===== config.mk =====
export PLATFORM = sky130hd
export DESIGN_NAME = flash_command_behavior_config
export DESIGN_NICKNAME = d
export VERILOG_FILES = /design/src/include/behavior_cfg_pkg.sv /design/src/rtl/flash_command_behavior_config.sv
export SDC_FILE = /design/constraint.sdc
export NUM_CORES = 1
export LEC_CHECK = 0
export ABC_AREA = 1
export BUFFER_PORTS_ARGS = -buffer_cell sky130_fd_sc_hd__buf_2
export CAP_MARGIN = 30
export CORE_MARGIN = 4
export CORE_UTILIZATION = 48
export DETAILED_ROUTE_END_ITERATION = 16
export GPL_ROUTABILITY_DRIVEN = 0
export PLACE_DENSITY_LB_ADDON = 0.3
export SYNTH_ARGS = -nofsm -noshare
export SYNTH_HDL_FRONTEND = slang
export SYNTH_SLANG_ARGS = --single-unit
export TNS_END_PERCENT = 10

===== constraint.sdc =====
create_clock -name clk -period 1.35 [get_ports clk]
set_input_delay 0 -clock clk [delete_from_list [all_inputs] [get_ports clk]]
set_output_delay 0 -clock clk [all_outputs]
set_load 0.005 [all_outputs]

===== src/include/behavior_cfg_pkg.sv =====
// Package of constants and types for the command behaviour configuration bank.
// Overview of operation
// - Reload or soft reset loads active copy from stored copy.
// - Both copies read and written by host.
// - Stored bits flip from shipped state once.
// - Blank check on: failed sector erased unconditionally.
// - Good sector read; erase on zero, else skip.
// - Blank check covers parameter, sector, bulk erase.
// - Blank check off: erase always starts.
// - Wrap bit picks 256 or 512 byte wrap.
// - Bit three removes 4 kB parameter sectors.
// - Active sector bit read only from host.
// - Bit two selects resume or clear status.
// - Block erase size bit is ignored.
// - Bit zero gates legacy single byte reset.
// - Two step reset accepted whenever 99h directly follows 66h, whatever bit zero holds.
// - Bits seven and six read zero.
package behavior_cfg_pkg;

	// ------------------------------------------------------------
	// Register selection, fields and reset values
	// ------------------------------------------------------------
	localparam logic       SEL_STORED       = 1'b0;
	localparam logic       SEL_ACTIVE       = 1'b1;
	localparam int         BIT_BLANK_CHECK  = 5;
	localparam int         BIT_PAGE_WRAP    = 4;
	localparam int         BIT_PARAM_DIS    = 3;
	localparam int         BIT_RESUME_SEL   = 2;
	localparam int         BIT_BLOCK_SIZE   = 1;
	localparam int         BIT_LEGACY_RST   = 0;
	localparam logic [7:0] STORED_SHIPPED   = 8'h02;
	localparam logic [7:0] DEFINED_MASK     = 8'h3F;
	localparam logic [7:0] ACTIVE_RO_MASK   = 8'h08;
	localparam logic [7:0] OP_RESUME_CLR    = 8'h30;
	localparam logic [7:0] OP_LEGACY_RST    = 8'hF0;
	localparam logic [7:0] OP_RST_ENABLE    = 8'h66;
	localparam logic [7:0] OP_RST_EXECUTE   = 8'h99;
	localparam logic [8:0] WRAP_SHORT_MASK  = 9'h0FF;
	localparam logic [8:0] WRAP_LONG_MASK   = 9'h1FF;

	typedef struct packed {
		logic       write;
		logic       sel;
		logic [7:0] data;
	} reg_req_s;

	typedef struct packed {
		logic blank_check;
		logic page_wrap;
		logic param_sector_disable;
		logic resume_select;
		logic legacy_reset_enable;
	} controls_s;

	typedef enum logic [1:0] {
		ERASE_DIRECT,
		ERASE_BLANK_READ,
		ERASE_SKIP
	} erase_action_e;

endpackage


===== src/rtl/flash_command_behavior_config.sv =====
// Command behaviour configuration bank with stored and active copies.
module flash_command_behavior_config
(
	input  wire logic                              clk,
	input  wire logic                              rst_n,
	input  wire logic                              clk_en,
	input  wire logic                              reload,
	input  wire logic                              req_valid,
	input  wire behavior_cfg_pkg::reg_req_s        req,
	output logic      [7:0]                        read_data,
	input  wire logic                              opcode_valid,
	input  wire logic [7:0]                        opcode,
	input  wire logic                              erase_req,
	input  wire logic                              sector_erase_ok,
	input  wire logic                              zero_found,
	input  wire logic                              blank_read_done,
	output behavior_cfg_pkg::erase_action_e        erase_action,
	output logic                                   erase_start,
	output logic                                   erase_skip,
	output logic      [8:0]                        page_wrap_mask,
	output behavior_cfg_pkg::controls_s            controls,
	output logic                                   opcode_is_resume,
	output logic                                   opcode_is_clear_status,
	output logic                                   soft_reset
);

	// ------------------------------------------------------------
	// Storage
	// ------------------------------------------------------------
	logic [7:0] behavior_cfg_stored;
	logic [7:0] behavior_cfg_active;
	logic       stored_loaded;
	logic       reset_armed;
	logic       next_reset_armed;

	wire        wr_stored = clk_en & req_valid & req.write & (req.sel == behavior_cfg_pkg::SEL_STORED);
	wire        wr_active = clk_en & req_valid & req.write & (req.sel == behavior_cfg_pkg::SEL_ACTIVE);
	// Once-only flip: every defined bit takes the written value, whatever it held, but only on the first write.
	wire [7:0]  flip_mask = stored_loaded ? 8'h00 : behavior_cfg_pkg::DEFINED_MASK;
	wire [7:0]  next_stored = (behavior_cfg_stored & ~flip_mask) | (req.data & flip_mask);
	// Host may not touch the sector-layout bit nor the reserved bits.
	wire [7:0]  wr_mask = behavior_cfg_pkg::DEFINED_MASK & ~behavior_cfg_pkg::ACTIVE_RO_MASK;
	wire [7:0]  next_active = (behavior_cfg_active & ~wr_mask) | (req.data & wr_mask);

	wire        is_reset_op   = opcode_valid & clk_en;
	wire        legacy_reset  = is_reset_op & (opcode == behavior_cfg_pkg::OP_LEGACY_RST)
	                            & behavior_cfg_active[behavior_cfg_pkg::BIT_LEGACY_RST];
	wire        pair_reset    = is_reset_op & reset_armed
	                            & (opcode == behavior_cfg_pkg::OP_RST_EXECUTE);
	wire        do_reload     = (reload & clk_en) | legacy_reset | pair_reset;

	assign next_reset_armed = opcode_valid ? (opcode == behavior_cfg_pkg::OP_RST_ENABLE) : reset_armed;

	// ------------------------------------------------------------
	// Stored copy, one-time flip
	// ------------------------------------------------------------
	always_ff @(posedge clk or negedge rst_n)
	begin
		if (!rst_n)
		begin
			behavior_cfg_stored <= behavior_cfg_pkg::STORED_SHIPPED;
			stored_loaded       <= 1'b0;
		end
		else if (wr_stored)
		begin
			behavior_cfg_stored <= next_stored;
			stored_loaded       <= 1'b1;
		end
	end

	// ------------------------------------------------------------
	// Active copy and two-step reset tracking
	// ------------------------------------------------------------
	// Reset leaves the active copy at the shipped value; only reload or a soft reset loads it from storage.
	always_ff @(posedge clk or negedge rst_n)
	begin
		if (!rst_n)
			behavior_cfg_active <= behavior_cfg_pkg::STORED_SHIPPED;
		else if (do_reload)
			behavior_cfg_active <= behavior_cfg_stored & behavior_cfg_pkg::DEFINED_MASK;
		else if (wr_active)
			behavior_cfg_active <= next_active;
	end

	always_ff @(posedge clk or negedge rst_n)
	begin
		if (!rst_n)
			reset_armed <= 1'b0;
		else if (clk_en)
			reset_armed <= next_reset_armed;
	end

	always_ff @(posedge clk or negedge rst_n)
	begin
		if (!rst_n)
			read_data <= 8'h00;
		else if (clk_en && req_valid && !req.write)
			read_data <= (req.sel == behavior_cfg_pkg::SEL_ACTIVE) ? behavior_cfg_active
			                                                      : behavior_cfg_stored;
	end

	// ------------------------------------------------------------
	// Controls seen by the command and erase engines
	// ------------------------------------------------------------
	// The block size bit has no consumer: this density always erases one uniform sector.
	assign controls.blank_check          = behavior_cfg_active[behavior_cfg_pkg::BIT_BLANK_CHECK];
	assign controls.page_wrap            = behavior_cfg_active[behavior_cfg_pkg::BIT_PAGE_WRAP];
	assign controls.param_sector_disable = behavior_cfg_active[behavior_cfg_pkg::BIT_PARAM_DIS];
	assign controls.resume_select        = behavior_cfg_active[behavior_cfg_pkg::BIT_RESUME_SEL];
	assign controls.legacy_reset_enable  = behavior_cfg_active[behavior_cfg_pkg::BIT_LEGACY_RST];

	assign page_wrap_mask = controls.page_wrap ? behavior_cfg_pkg::WRAP_LONG_MASK
	                                           : behavior_cfg_pkg::WRAP_SHORT_MASK;

	wire   op_30 = opcode_valid & (opcode == behavior_cfg_pkg::OP_RESUME_CLR);
	assign opcode_is_resume       = op_30 & controls.resume_select;
	assign opcode_is_clear_status = op_30 & ~controls.resume_select;
	assign soft_reset             = legacy_reset | pair_reset;

	// Erase decision for parameter, sector and bulk erase alike.
	assign erase_action = !controls.blank_check ? behavior_cfg_pkg::ERASE_DIRECT
	                    : !sector_erase_ok      ? behavior_cfg_pkg::ERASE_DIRECT
	                    :                         behavior_cfg_pkg::ERASE_BLANK_READ;
	assign erase_start  = erase_req & ((erase_action == behavior_cfg_pkg::ERASE_DIRECT)
	                    | zero_found);
	assign erase_skip   = erase_req & (erase_action == behavior_cfg_pkg::ERASE_BLANK_READ)
	                    & blank_read_done & ~zero_found;
endmodule // flash_command_behavior_config


==> run summary, run 1 <==
- 100.0% — async set or reset register ratio after synthesis
- 6 — maximum fanout count along the critical path
- 267 — layout net count
- 1,243 — total via count in the routed design
- 0.11 ns — CTS clk-pin slew, worst paths
- 43 — number of buffers added on ports
- 1.35 ns — worst endpoint required time
- 1.246 ns — Tmin final
- 1 — H-tree Lvls
- register — element type at the critical path start
- 22.02% — global-route met1 utilization
- 2.191 mm — HPWL after detailed placement
- yes — CTS tree
- 258 — filler instances
- opcode[4] — origin of the worst min-delay path
- 36.35% — sequential cell area fraction in the yosys report
- 0.1041 ns — min setup slack post-route
- 0 ns — final setup TNS
- 0 — diode count
- 0 — number of synthesized flops with an enable pin
- 0.15 ns — minimum setup slack among reg-to-reg paths
- 0 — number of failing hold endpoints at the final stage
- output port — Worst Setup End Kind
- 19 — standard-cell rows
- register to output port — category of the most critical setup path
- 503.0 sq um — Register Area
- 4 — number of detailed-routing iterations run before antenna repair
- 3806 sq um — die area
- 0.31 ns — clock latency reported for the late side of the worst-skew pair
- 11.13 um — routed length per placed instance
- 23.62% — grt met2 use
- 4.339% — global-route met3 utilization
- 952 — vias in the first global route
- nand2_1 — most frequent standard cell in the layout excluding fill and tap cells
- 20 — count of clock tree sinks
- 7.322 sq um — mean area per synthesized cell
- 0 — max-cap viol count
- 20 — number of flip-flops and latches in the synthesized netlist
- 0.9643 nW — Leak
- 4 — Worst Hold Path Cells
- 0.1515 ns — pre-CTS WS
- 4.621 — average vias per placed instance
- 61.70 um — height of the die
- 32.55% — proportion of netlist area held by the largest area contributor
- 4.347 mm — wire length of the first global-routing pass
- 57 — I/O pins
- 0 — final count of pins violating max slew
- 20.80% — layout overhead on the synthesized area
- 1508 sq um — Area after DPL
- 2 — clock tree buffer depth
- 31.93% — fraction of final layout cells sized beyond drive strength 1
- 1672 sq um — post-route design area
- met2 — routing layer with the top usage in global route
- 54 — violation count after the first detailed-routing iteration
- behavior_cfg_active[5] — worst r2r dst
- finished, final reports clean — run status
- 26 — number of different library cells in the post-synthesis netlist
- 92.29% — crit share post-route
- 2.995 mm — Routed Wire Length
- 2758 sq um — Core Area
- dfrtp_1 — primary flip-flop cell chosen by synthesis mapping
- 9 — FF-to-FF path depth
- 3 — clock buffer count from CTS
- 0 — remaining antenna violation count after routing
- 0 — antenna violations before repair
- 823.1 nW/um^2 — Pwr Density
- 0 — post-route DRC violation count
- 0 — number of synthesis warnings
- reset_armed — destination of the worst hold path
- input port to register — class of the most critical hold timing path
- 776.4 uV — largest vdd supply drop
- dfrtp_1 — cell type with the largest total area after synthesis
- 60.62% — post-route core utilization
- 50.18% — starting density of the core
- 21 — largest net degree at the start of global routing
- 189 — synthesized instance count
- 663.1 sq um — area used by multi-input combinational logic
- nand2_1, buf_2, inv_1 — top library cells by usage in the layout, fill and taps aside
- 0.003580 ns — Post-Route Skew
- 802.6 MHz — maximum clock frequency
- 1384 sq um — Syn Std Cell Area
- 0 — total setup violations reported at the end of the flow
- 0.01777 ns — worst hold-check slack
- clkbuf_4 — Clock Tree Root
- 15.66% — global-route usage over all layers
- behavior_cfg_active[0] — reg-to-reg critical path startpoint
- 1.25 ns — Worst Path Arrival
- 0 — GRT overflow
- 61.70 um — die span in x
- dfrtp_1, nand2_1, buf_4, inv_1, nor2_1 — top area cells in the synthesized netlist
-- routing by layer --
metal	wire (um)	vias up
met4	39	0
met5	0	-
met1	1389	526
met2	1329	50
met3	236	4
li1	-	663
-- cell usage after synthesis (all sizes together), types with 2 or more instances --
master	number
conb	2
nand4	5
nand3	12
nand2	66
dfstp	2
a31oi	6
buf	21
inv	22
nor2	23
nor4	2
o21ai	7
dfrtp	18
-- registers in the layout, indices dropped and copies added (netlist names) --
| signal | flops |
|---|---|
| stored_loaded | 1 |
| read_data | 6 |
| behavior_cfg_active | 6 |
| behavior_cfg_stored | 6 |
| reset_armed | 1 |
-- cell type report --
class	instances	area share, %
inverter	23	5.389
clock buffer	4	2.171
tap	31	2.320
sequential	20	30.09
multi-input combinational	134	39.67
timing repair buffer	57	20.36
-- through the flow --
| stage | power (mW) | instances |
|---|---|---|
| global route | 1.477 | 269 |
| finish | 1.376 | 269 |
| detailed placement | 1.007 | 252 |
| CTS | 1.381 | 264 |
| floorplan | 0.9087 | 198 |
| global placement | 1.003 | 252 |
-- report_power, final --
group          internal [mW]  total [mW]  switching [mW]
Sequential             0.660       0.699          0.0387
Combinational          0.150       0.324           0.174
Clock                  0.165       0.353           0.188
-- worst max-delay path, stage by stage (launching register included) --
cell	delay (ns)
dfrtp_1	0.39
inv_1	0.05
nor2_1	0.07
nand2_1	0.06
nand2_2	0.08
nand3_4	0.11
inv_1	0.07
buf_2	0.10
-- timing repair --
item / CTS / global route
resized for setup: 1 / 1
hold buffers: 7 / 1
buffers inserted: 1 / 4
endpoints found under the setup margin: 1 / 1
endpoints found under the hold margin: 26 / 2
-- how the worst max path moves through the flow --
stage                           start                     end  slack, ns
2_1_floorplan  behavior_cfg_active[0]  behavior_cfg_active[2]       0.29
3_3_place_gp   behavior_cfg_active[0]  behavior_cfg_active[4]       0.16
3_5_place_dp   behavior_cfg_active[0]  behavior_cfg_active[0]       0.15
4_1_cts                   reset_armed              soft_reset      0.004
5_1_grt                   reset_armed              soft_reset      -0.01
6_report                  reset_armed              soft_reset       0.10
-- kinds of logic after synthesis --
kind of cell / synth area share (%)
AND/OR/NAND/NOR: 37.61
flip-flops: 36.35
buffers and inverters: 18.90
AO/OA/AOI/OAI: 6.601
other: 0.5427
Power figures use the tool's default switching activity.
==> run 2: changes to the inputs <==
--- a/config.mk
+++ b/config.mk
@@ -9,7 +9,7 @@
 export BUFFER_PORTS_ARGS = -buffer_cell sky130_fd_sc_hd__buf_2
 export CAP_MARGIN = 30
 export CORE_MARGIN = 4
-export CORE_UTILIZATION = 48
+export CORE_UTILIZATION = 40
 export DETAILED_ROUTE_END_ITERATION = 16
 export GPL_ROUTABILITY_DRIVEN = 0
 export PLACE_DENSITY_LB_ADDON = 0.3
==> run summary, run 2 (synthesis gave the netlist of run 1 again) <==
- 0.9685 nW — Leak, +0.43%
- 66.82 um — height of the die, +8.3%
- output port — Worst Setup End Kind
- 0.37 ns — Worst path max stage delay, -0.02 ns
- no — unrepaired setup endpoints after global routing
- 1,060 — vias in the first global route, +11%
- 0 — diode count, unchanged
- 2.371 mm — HPWL after detailed placement, +8.2%
- 660.6 sq um — area used by multi-input combinational logic, -0.38%
- yes — CTS tree
- 41.47% — starting density of the core, -8.7 points
- 0.15 ns — minimum setup slack among reg-to-reg paths, about the same
- 1.35 ns — worst endpoint required time, about the same
- 0.1588 ns — pre-CTS WS, +0.007311 ns
- -0.001770 ns — worst hold-check slack, -0.01954 ns
- 4 — number of detailed-routing iterations run before antenna repair, unchanged
- input port to register — class of the most critical hold timing path
- 30.80% — fraction of final layout cells sized beyond drive strength 1, -1.1 points
- 0.01191 ns — Post-Route Skew, +0.008330 ns
- 3.032 mm — Routed Wire Length, +1.2%
- nand2_1 — most frequent standard cell in the layout excluding fill and tap cells
- hold timing — violations in the final reports
- dfrtp_1 — master of the slowest instance on the critical path
- 22.78% — layout overhead on the synthesized area
- 10.71 um — routed length per placed instance, -3.8%
- 4.311 — average vias per placed instance, -6.7%
- 4465 sq um — die area, +17%
- register to output port — category of the most critical setup path
- 0 — total setup violations reported at the end of the flow, unchanged
- 0.1386 ns — min setup slack post-route, +0.03448 ns
- 3337 sq um — Core Area, +21%
- 1 — H-tree Lvls, unchanged
- 0 — final count of pins violating max slew, unchanged
- 4.940 mm — wire length of the first global-routing pass, +14%
- 0 — post-route DRC violation count, unchanged
- 43 — number of buffers added on ports, unchanged
- 825.5 MHz — maximum clock frequency, +2.8%
- nand2_1, buf_2, inv_1 — top library cells by usage in the layout, fill and taps aside
- 20 — count of clock tree sinks, unchanged
- 89.74% — crit share post-route, -2.6 points
- 895.1 nW/um^2 — Pwr Density, +8.8%
- inv_1 -> nor2_1 -> nand2_1 -> nand2_1 -> nand3_4 -> inv_1 -> buf_2 — worst path cell trace
- 57 — I/O pins, unchanged
- 0 — max-cap viol count, unchanged
- finished with violations — run status
- 2 — maximum fanout count along the critical path, -4
- 3 — clock buffer count from CTS, unchanged
- 0.12 ns — CTS clk-pin slew, worst paths, about the same
- 1.21 ns — Worst Path Arrival, -0.04 ns
- 0 ns — final setup TNS, unchanged
- 0.31 ns — clock latency reported for the late side of the worst-skew pair, about the same
- 1,220 — total via count in the routed design, -1.9%
- 2 — clock tree buffer depth, unchanged
- 66.82 um — die span in x, +8.3%
- 21 — largest net degree at the start of global routing, unchanged
- 14.45% — global-route usage over all layers, -1.2 points
- 0 — remaining antenna violation count after routing, unchanged
- 697.3 uV — largest vdd supply drop, -10%
- behavior_cfg_active x6, behavior_cfg_stored x6, read_data x6 — biggest regs
- 0 — GRT overflow, unchanged
- register — element type at the critical path start
- 503.0 sq um — Register Area, unchanged
- 21 — standard-cell rows, +2
- clkbuf_4 — Clock Tree Root
- 45 — violation count after the first detailed-routing iteration, -17%
- 266 — layout net count, -0.37%
- 0 — antenna violations before repair, unchanged
- 1 — number of failing hold endpoints at the final stage, +1
- 1.211 ns — Tmin final, -0.03448 ns
- 341 — filler instances, +32%
-- run 2: worst max-delay path, delay by kind of cell, from the launching register on --
family / cells / cell delay [ns]
flops: 1 / 0.37
simple gates: 4 / 0.34
buf+inv: 3 / 0.20
-- run 2: area by class of cell --
cell class	instances	area share [%]
multi-input combinational	134	38.88
sequential	20	29.60
timing repair buffer	56	19.73
inverter	23	5.302
tap	46	3.387
clock inverter	1	1.767
clock buffer	3	1.325
-- run 2: where the power goes --
group,internal (mW),leakage (nW),switching [mW]
Clock,0.301,0.0279,0.196
Combinational,0.151,0.722,0.175
Sequential,0.660,0.219,0.0390
-- run 2: final timing paths --
kind	to	depth (start not counted)	startpoint
max	soft_reset	7	reset_armed
min	reset_armed	4	opcode[0]
max reg2reg	behavior_cfg_active[4]	9	reset_armed
min reg2reg	behavior_cfg_active[1]	2	behavior_cfg_active[1]
max in group asynchronous	behavior_cfg_stored[1]	2	rst_n
min in group asynchronous	read_data[3]	2	rst_n
-- run 2: routing by layer --
layer / global-route usage, % / part of all wire (%) / up-vias
met5: 0 / 0 / -
met4: 3.807 / 0.26 / 0
met3: 2.192 / 6.5 / 3
li1: - / - / 657
met2: 23.02 / 48 / 35
met1: 20.27 / 45 / 525
-- run 2: repair_timing --
action / in CTS / in global routing
setup buffers: 2 / 1
endpoints found under the hold margin: 32 / 0
hold buffers: 9 / 0
setup endpoints to repair: 1 / 1
gates resized for setup: 1 / 0
-- run 2: through the flow --
stage | utilization (%) | std cells | hold slack, ns | instance area (sq um) | total power, mW
after floorplan | - | 198 | -0.2956 | 1418 | 0.9087
after global placement | 45.74 | 267 | -0.03556 | 1526 | 1.005
after detailed placement | 45.74 | 267 | -0.03214 | 1526 | 1.010
after CTS | 50.69 | 282 | 0.001166 | 1692 | 1.529
after global routing | 50.92 | 283 | 0.05214 | 1699 | 1.612
final | 50.92 | 283 | -0.001770 | 1699 | 1.521
==> run 3: changes to the inputs <==
--- a/config.mk
+++ b/config.mk
@@ -5,7 +5,6 @@
 export SDC_FILE = /design/constraint.sdc
 export NUM_CORES = 1
 export LEC_CHECK = 0
-export ABC_AREA = 1
 export BUFFER_PORTS_ARGS = -buffer_cell sky130_fd_sc_hd__buf_2
 export CAP_MARGIN = 30
 export CORE_MARGIN = 4
==> run summary, run 3 <==
- 0 — number of synthesis warnings, unchanged
- 0 — max-cap viol count, unchanged
- 45.1% — sequential share of power, -0.9 points
- 722.7 uV — largest vdd supply drop, +3.6%
- 4.844 — average vias per placed instance, +12%
- buf_2 — most frequent standard cell in the layout excluding fill and tap cells
- 20 — count of clock tree sinks, unchanged
- 3940 sq um — die area, -12%
- 1200 sq um — Syn Std Cell Area, -13%
- clkbuf_4 — Clock Tree Root
- 0 — total setup violations reported at the end of the flow, unchanged
- 0.8254 nW — Leak, -15%
- 2 — clock tree buffer depth, unchanged
- 5 — violation count after the first detailed-routing iteration, -89%
- 0 ns — final setup TNS, unchanged
- finished, final reports clean — run status
- 42.77% — starting density of the core, +1.3 points
- 4.388 mm — wire length of the first global-routing pass, -11%
- 0 — final count of pins violating max slew, unchanged
- 0 — post-route DRC violation count, unchanged
- 6 — maximum fanout count along the critical path, +4
- register to register — category of the most critical setup path
- input port to register — class of the most critical hold timing path
- 1.55 ns — worst endpoint required time, +0.20 ns
- 19 — standard-cell rows, -9.5%
- behavior_cfg_active x6, behavior_cfg_stored x6, read_data x6 — biggest regs
- 0% — post-synthesis adder-cell area fraction, unchanged
- 62.77 um — die span in x, -6.1%
- 4 — number of detailed-routing iterations run before antenna repair, unchanged
- dfrtp_1, buf_4, nand2_1, mux2_2 — top cells by instance count after synthesis
- 0 — number of failing hold endpoints at the final stage, -1
- 37.54% — proportion of netlist area held by the largest area contributor, +5.0 points
- 100.0% — async set or reset register ratio after synthesis, unchanged
- 43 — number of buffers added on ports, unchanged
- 0.12 ns — CTS clk-pin slew, worst paths, about the same
- 98.98% — crit share post-route, +9.2 points
- 57 — I/O pins, unchanged
- 0 — diode count, unchanged
- 748.4 MHz — maximum clock frequency, -9.3%
- 0% — xor-xnor portion of the synthesized cell area, unchanged
- register — Worst Setup End Kind
- 49.68% — fraction of final layout cells sized beyond drive strength 1, +19 points
- dfrtp_1 — primary flip-flop cell chosen by synthesis mapping
- register — element type at the critical path start
- 7.195% — area fraction in compound gates after synthesis, +0.59 points
- multiplexers — combinational family with the most area after synthesis
- 3 — clock buffer count from CTS, unchanged
- buf_2, dfrtp_1, nand2_1 — top library cells by usage in the layout, fill and taps aside
- yes — CTS tree
- 0 — GRT overflow, unchanged
- 1.54 ns — Worst Path Arrival, +0.33 ns
- 41.92% — sequential cell area fraction in the yosys report, +5.6 points
- 184 — layout net count, -31%
- 29.6% — Comb pwr share, +8.2 points
- dfrtp_1 — most frequently used cell type in the post-synthesis netlist
- 15.43% — area fraction in and, or, nand and nor cells after synthesis, -22 points
- 22.84% — multiplexer share of the synthesized area, +23 points
- 0 — remaining antenna violation count after routing, unchanged
- yes — unrepaired setup endpoints after global routing
- 1.967 mW — overall power, +29%
- 62.77 um — height of the die, -6.1%
- 25.3% — relative contribution of the clock network to total power, -7.3 points
- 0 — number of synthesized flops with an enable pin, unchanged
- 13.94% — global-route usage over all layers, -0.50 points
- 1 — H-tree Lvls, unchanged
- 2.014 mm — HPWL after detailed placement, -15%
- 11.54 sq um — mean area per synthesized cell, +58%
- 0.01373 ns — min setup slack post-route, -0.1248 ns
- 2805 sq um — Core Area, -16%
- 21 — largest net degree at the start of global routing, unchanged
- 104 — synthesized instance count, -45%
- 0.006654 ns — Post-Route Skew, -0.005256 ns
- 28.88% — layout overhead on the synthesized area
- 0.5421 mW — Net Switching, +32%
- dfrtp_1, buf_4, mux2_2, mux2_4, mux2i_1 — top area cells in the synthesized netlist
- 1272 nW/um^2 — Pwr Density, +42%
- 1.336 ns — Tmin final, +0.1248 ns
- 0.30 ns — clock latency reported for the late side of the worst-skew pair, about the same
- 1.425 mW — P_int, +28%
- dfrtp_1 — cell type with the largest total area after synthesis
- -0.01367 ns — pre-CTS WS, -0.1725 ns
- 901 — total via count in the routed design, -26%
- 13.97 um — routed length per placed instance, +30%
- 0 — antenna violations before repair, unchanged
- 30 — number of different library cells in the post-synthesis netlist, +15%
- 2.598 mm — Routed Wire Length, -14%
- 970 — vias in the first global route, -8.5%
- 27.56% — switching share of power, +0.65 points
- 20 — number of flip-flops and latches in the synthesized netlist, unchanged
-- run 3: cell types whose count changed in the layout (fill, tap and decap cells not counted), sizes merged, moves of 4 or more --
cell	before	now
a31oi	6	0
inv	22	2
mux2	0	17
mux2i	0	6
nand2	66	13
nand3	12	1
nand4	5	1
nor2	23	0
-- run 3: stage by stage --
step	hold slack, ns	util [%]	area, sq um	instances
after global routing	0.01808	55.13	1546	186
after floorplan	-0.2956	-	1234	113
after detailed placement	-0.01715	48.71	1366	170
final	0.03064	55.13	1546	186
after CTS	0.0002990	54.86	1539	185
after global placement	-0.03178	48.71	1366	170
-- run 3: area by class of cell --
type | instances | area (sq um)
clock inverter | 1 | 30.03
fill | 240 | 1259
sequential | 20 | 503.0
inverter | 2 | 7.507
clock buffer | 3 | 22.52
multi-input combinational | 72 | 586.8
tap | 31 | 38.79
timing repair buffer | 57 | 357.8
-- run 3: routing by layer --
metal | global-route usage, % | part of all wire [%] | wire length (um)
met5 | 0 | 0 | 0
met4 | 7.163 | 1.5 | 39
met3 | 2.338 | 3.9 | 101
met2 | 26.76 | 57 | 1486
met1 | 14.27 | 37 | 971
-- run 3: power groups by stage --
stage	registers, mW	clock network [mW]	logic [mW]
2_1_floorplan	0.884	0	0.413
3_3_place_gp	0.893	0	0.541
3_5_place_dp	0.903	0	0.559
4_1_cts	0.890	0.510	0.589
5_1_grt	0.915	0.535	0.647
6_report	0.887	0.497	0.582
-- run 3: critical path, cell delays in order (launching register included) --
cell,delay (ns)
dfrtp_1,0.37
nand4b_1,0.11
o22ai_2,0.24
a22oi_4,0.08
buf_12,0.15
mux2_4,0.29
-- run 3: worst paths after layout --
| path | slack, ns | to | from | cells past startpoint |
|---|---|---|---|---|
| setup / recovery | 0.01 | behavior_cfg_active[2] | reset_armed | 5 |
| hold / removal | 0.03 | reset_armed | opcode[2] | 3 |
| setup reg to reg | 0.01 | behavior_cfg_active[2] | reset_armed | 5 |
| hold reg to reg | 0.49 | read_data[4] | read_data[4] | 2 |
| max in group asynchronous | 0.86 | behavior_cfg_stored[1] | rst_n | 2 |
| min in group asynchronous | 0.15 | behavior_cfg_stored[4] | rst_n | 2 |
-- run 3: cells by family after synthesis --
family / Yosys count
flops: 20
mux: 23
compound gates: 11
other cells: 2
simple gates: 27
buf+inv: 21
-- run 3: what timing repair did --
action | 4_1_cts | 5_1_grt
gates resized for setup | 0 | 0
endpoints found under the setup margin | 5 | 7
hold buffers | 10 | 0
hold endpoints to repair | 28 | 0
buffers inserted | 1 | 2
pin swaps | 1 | 3
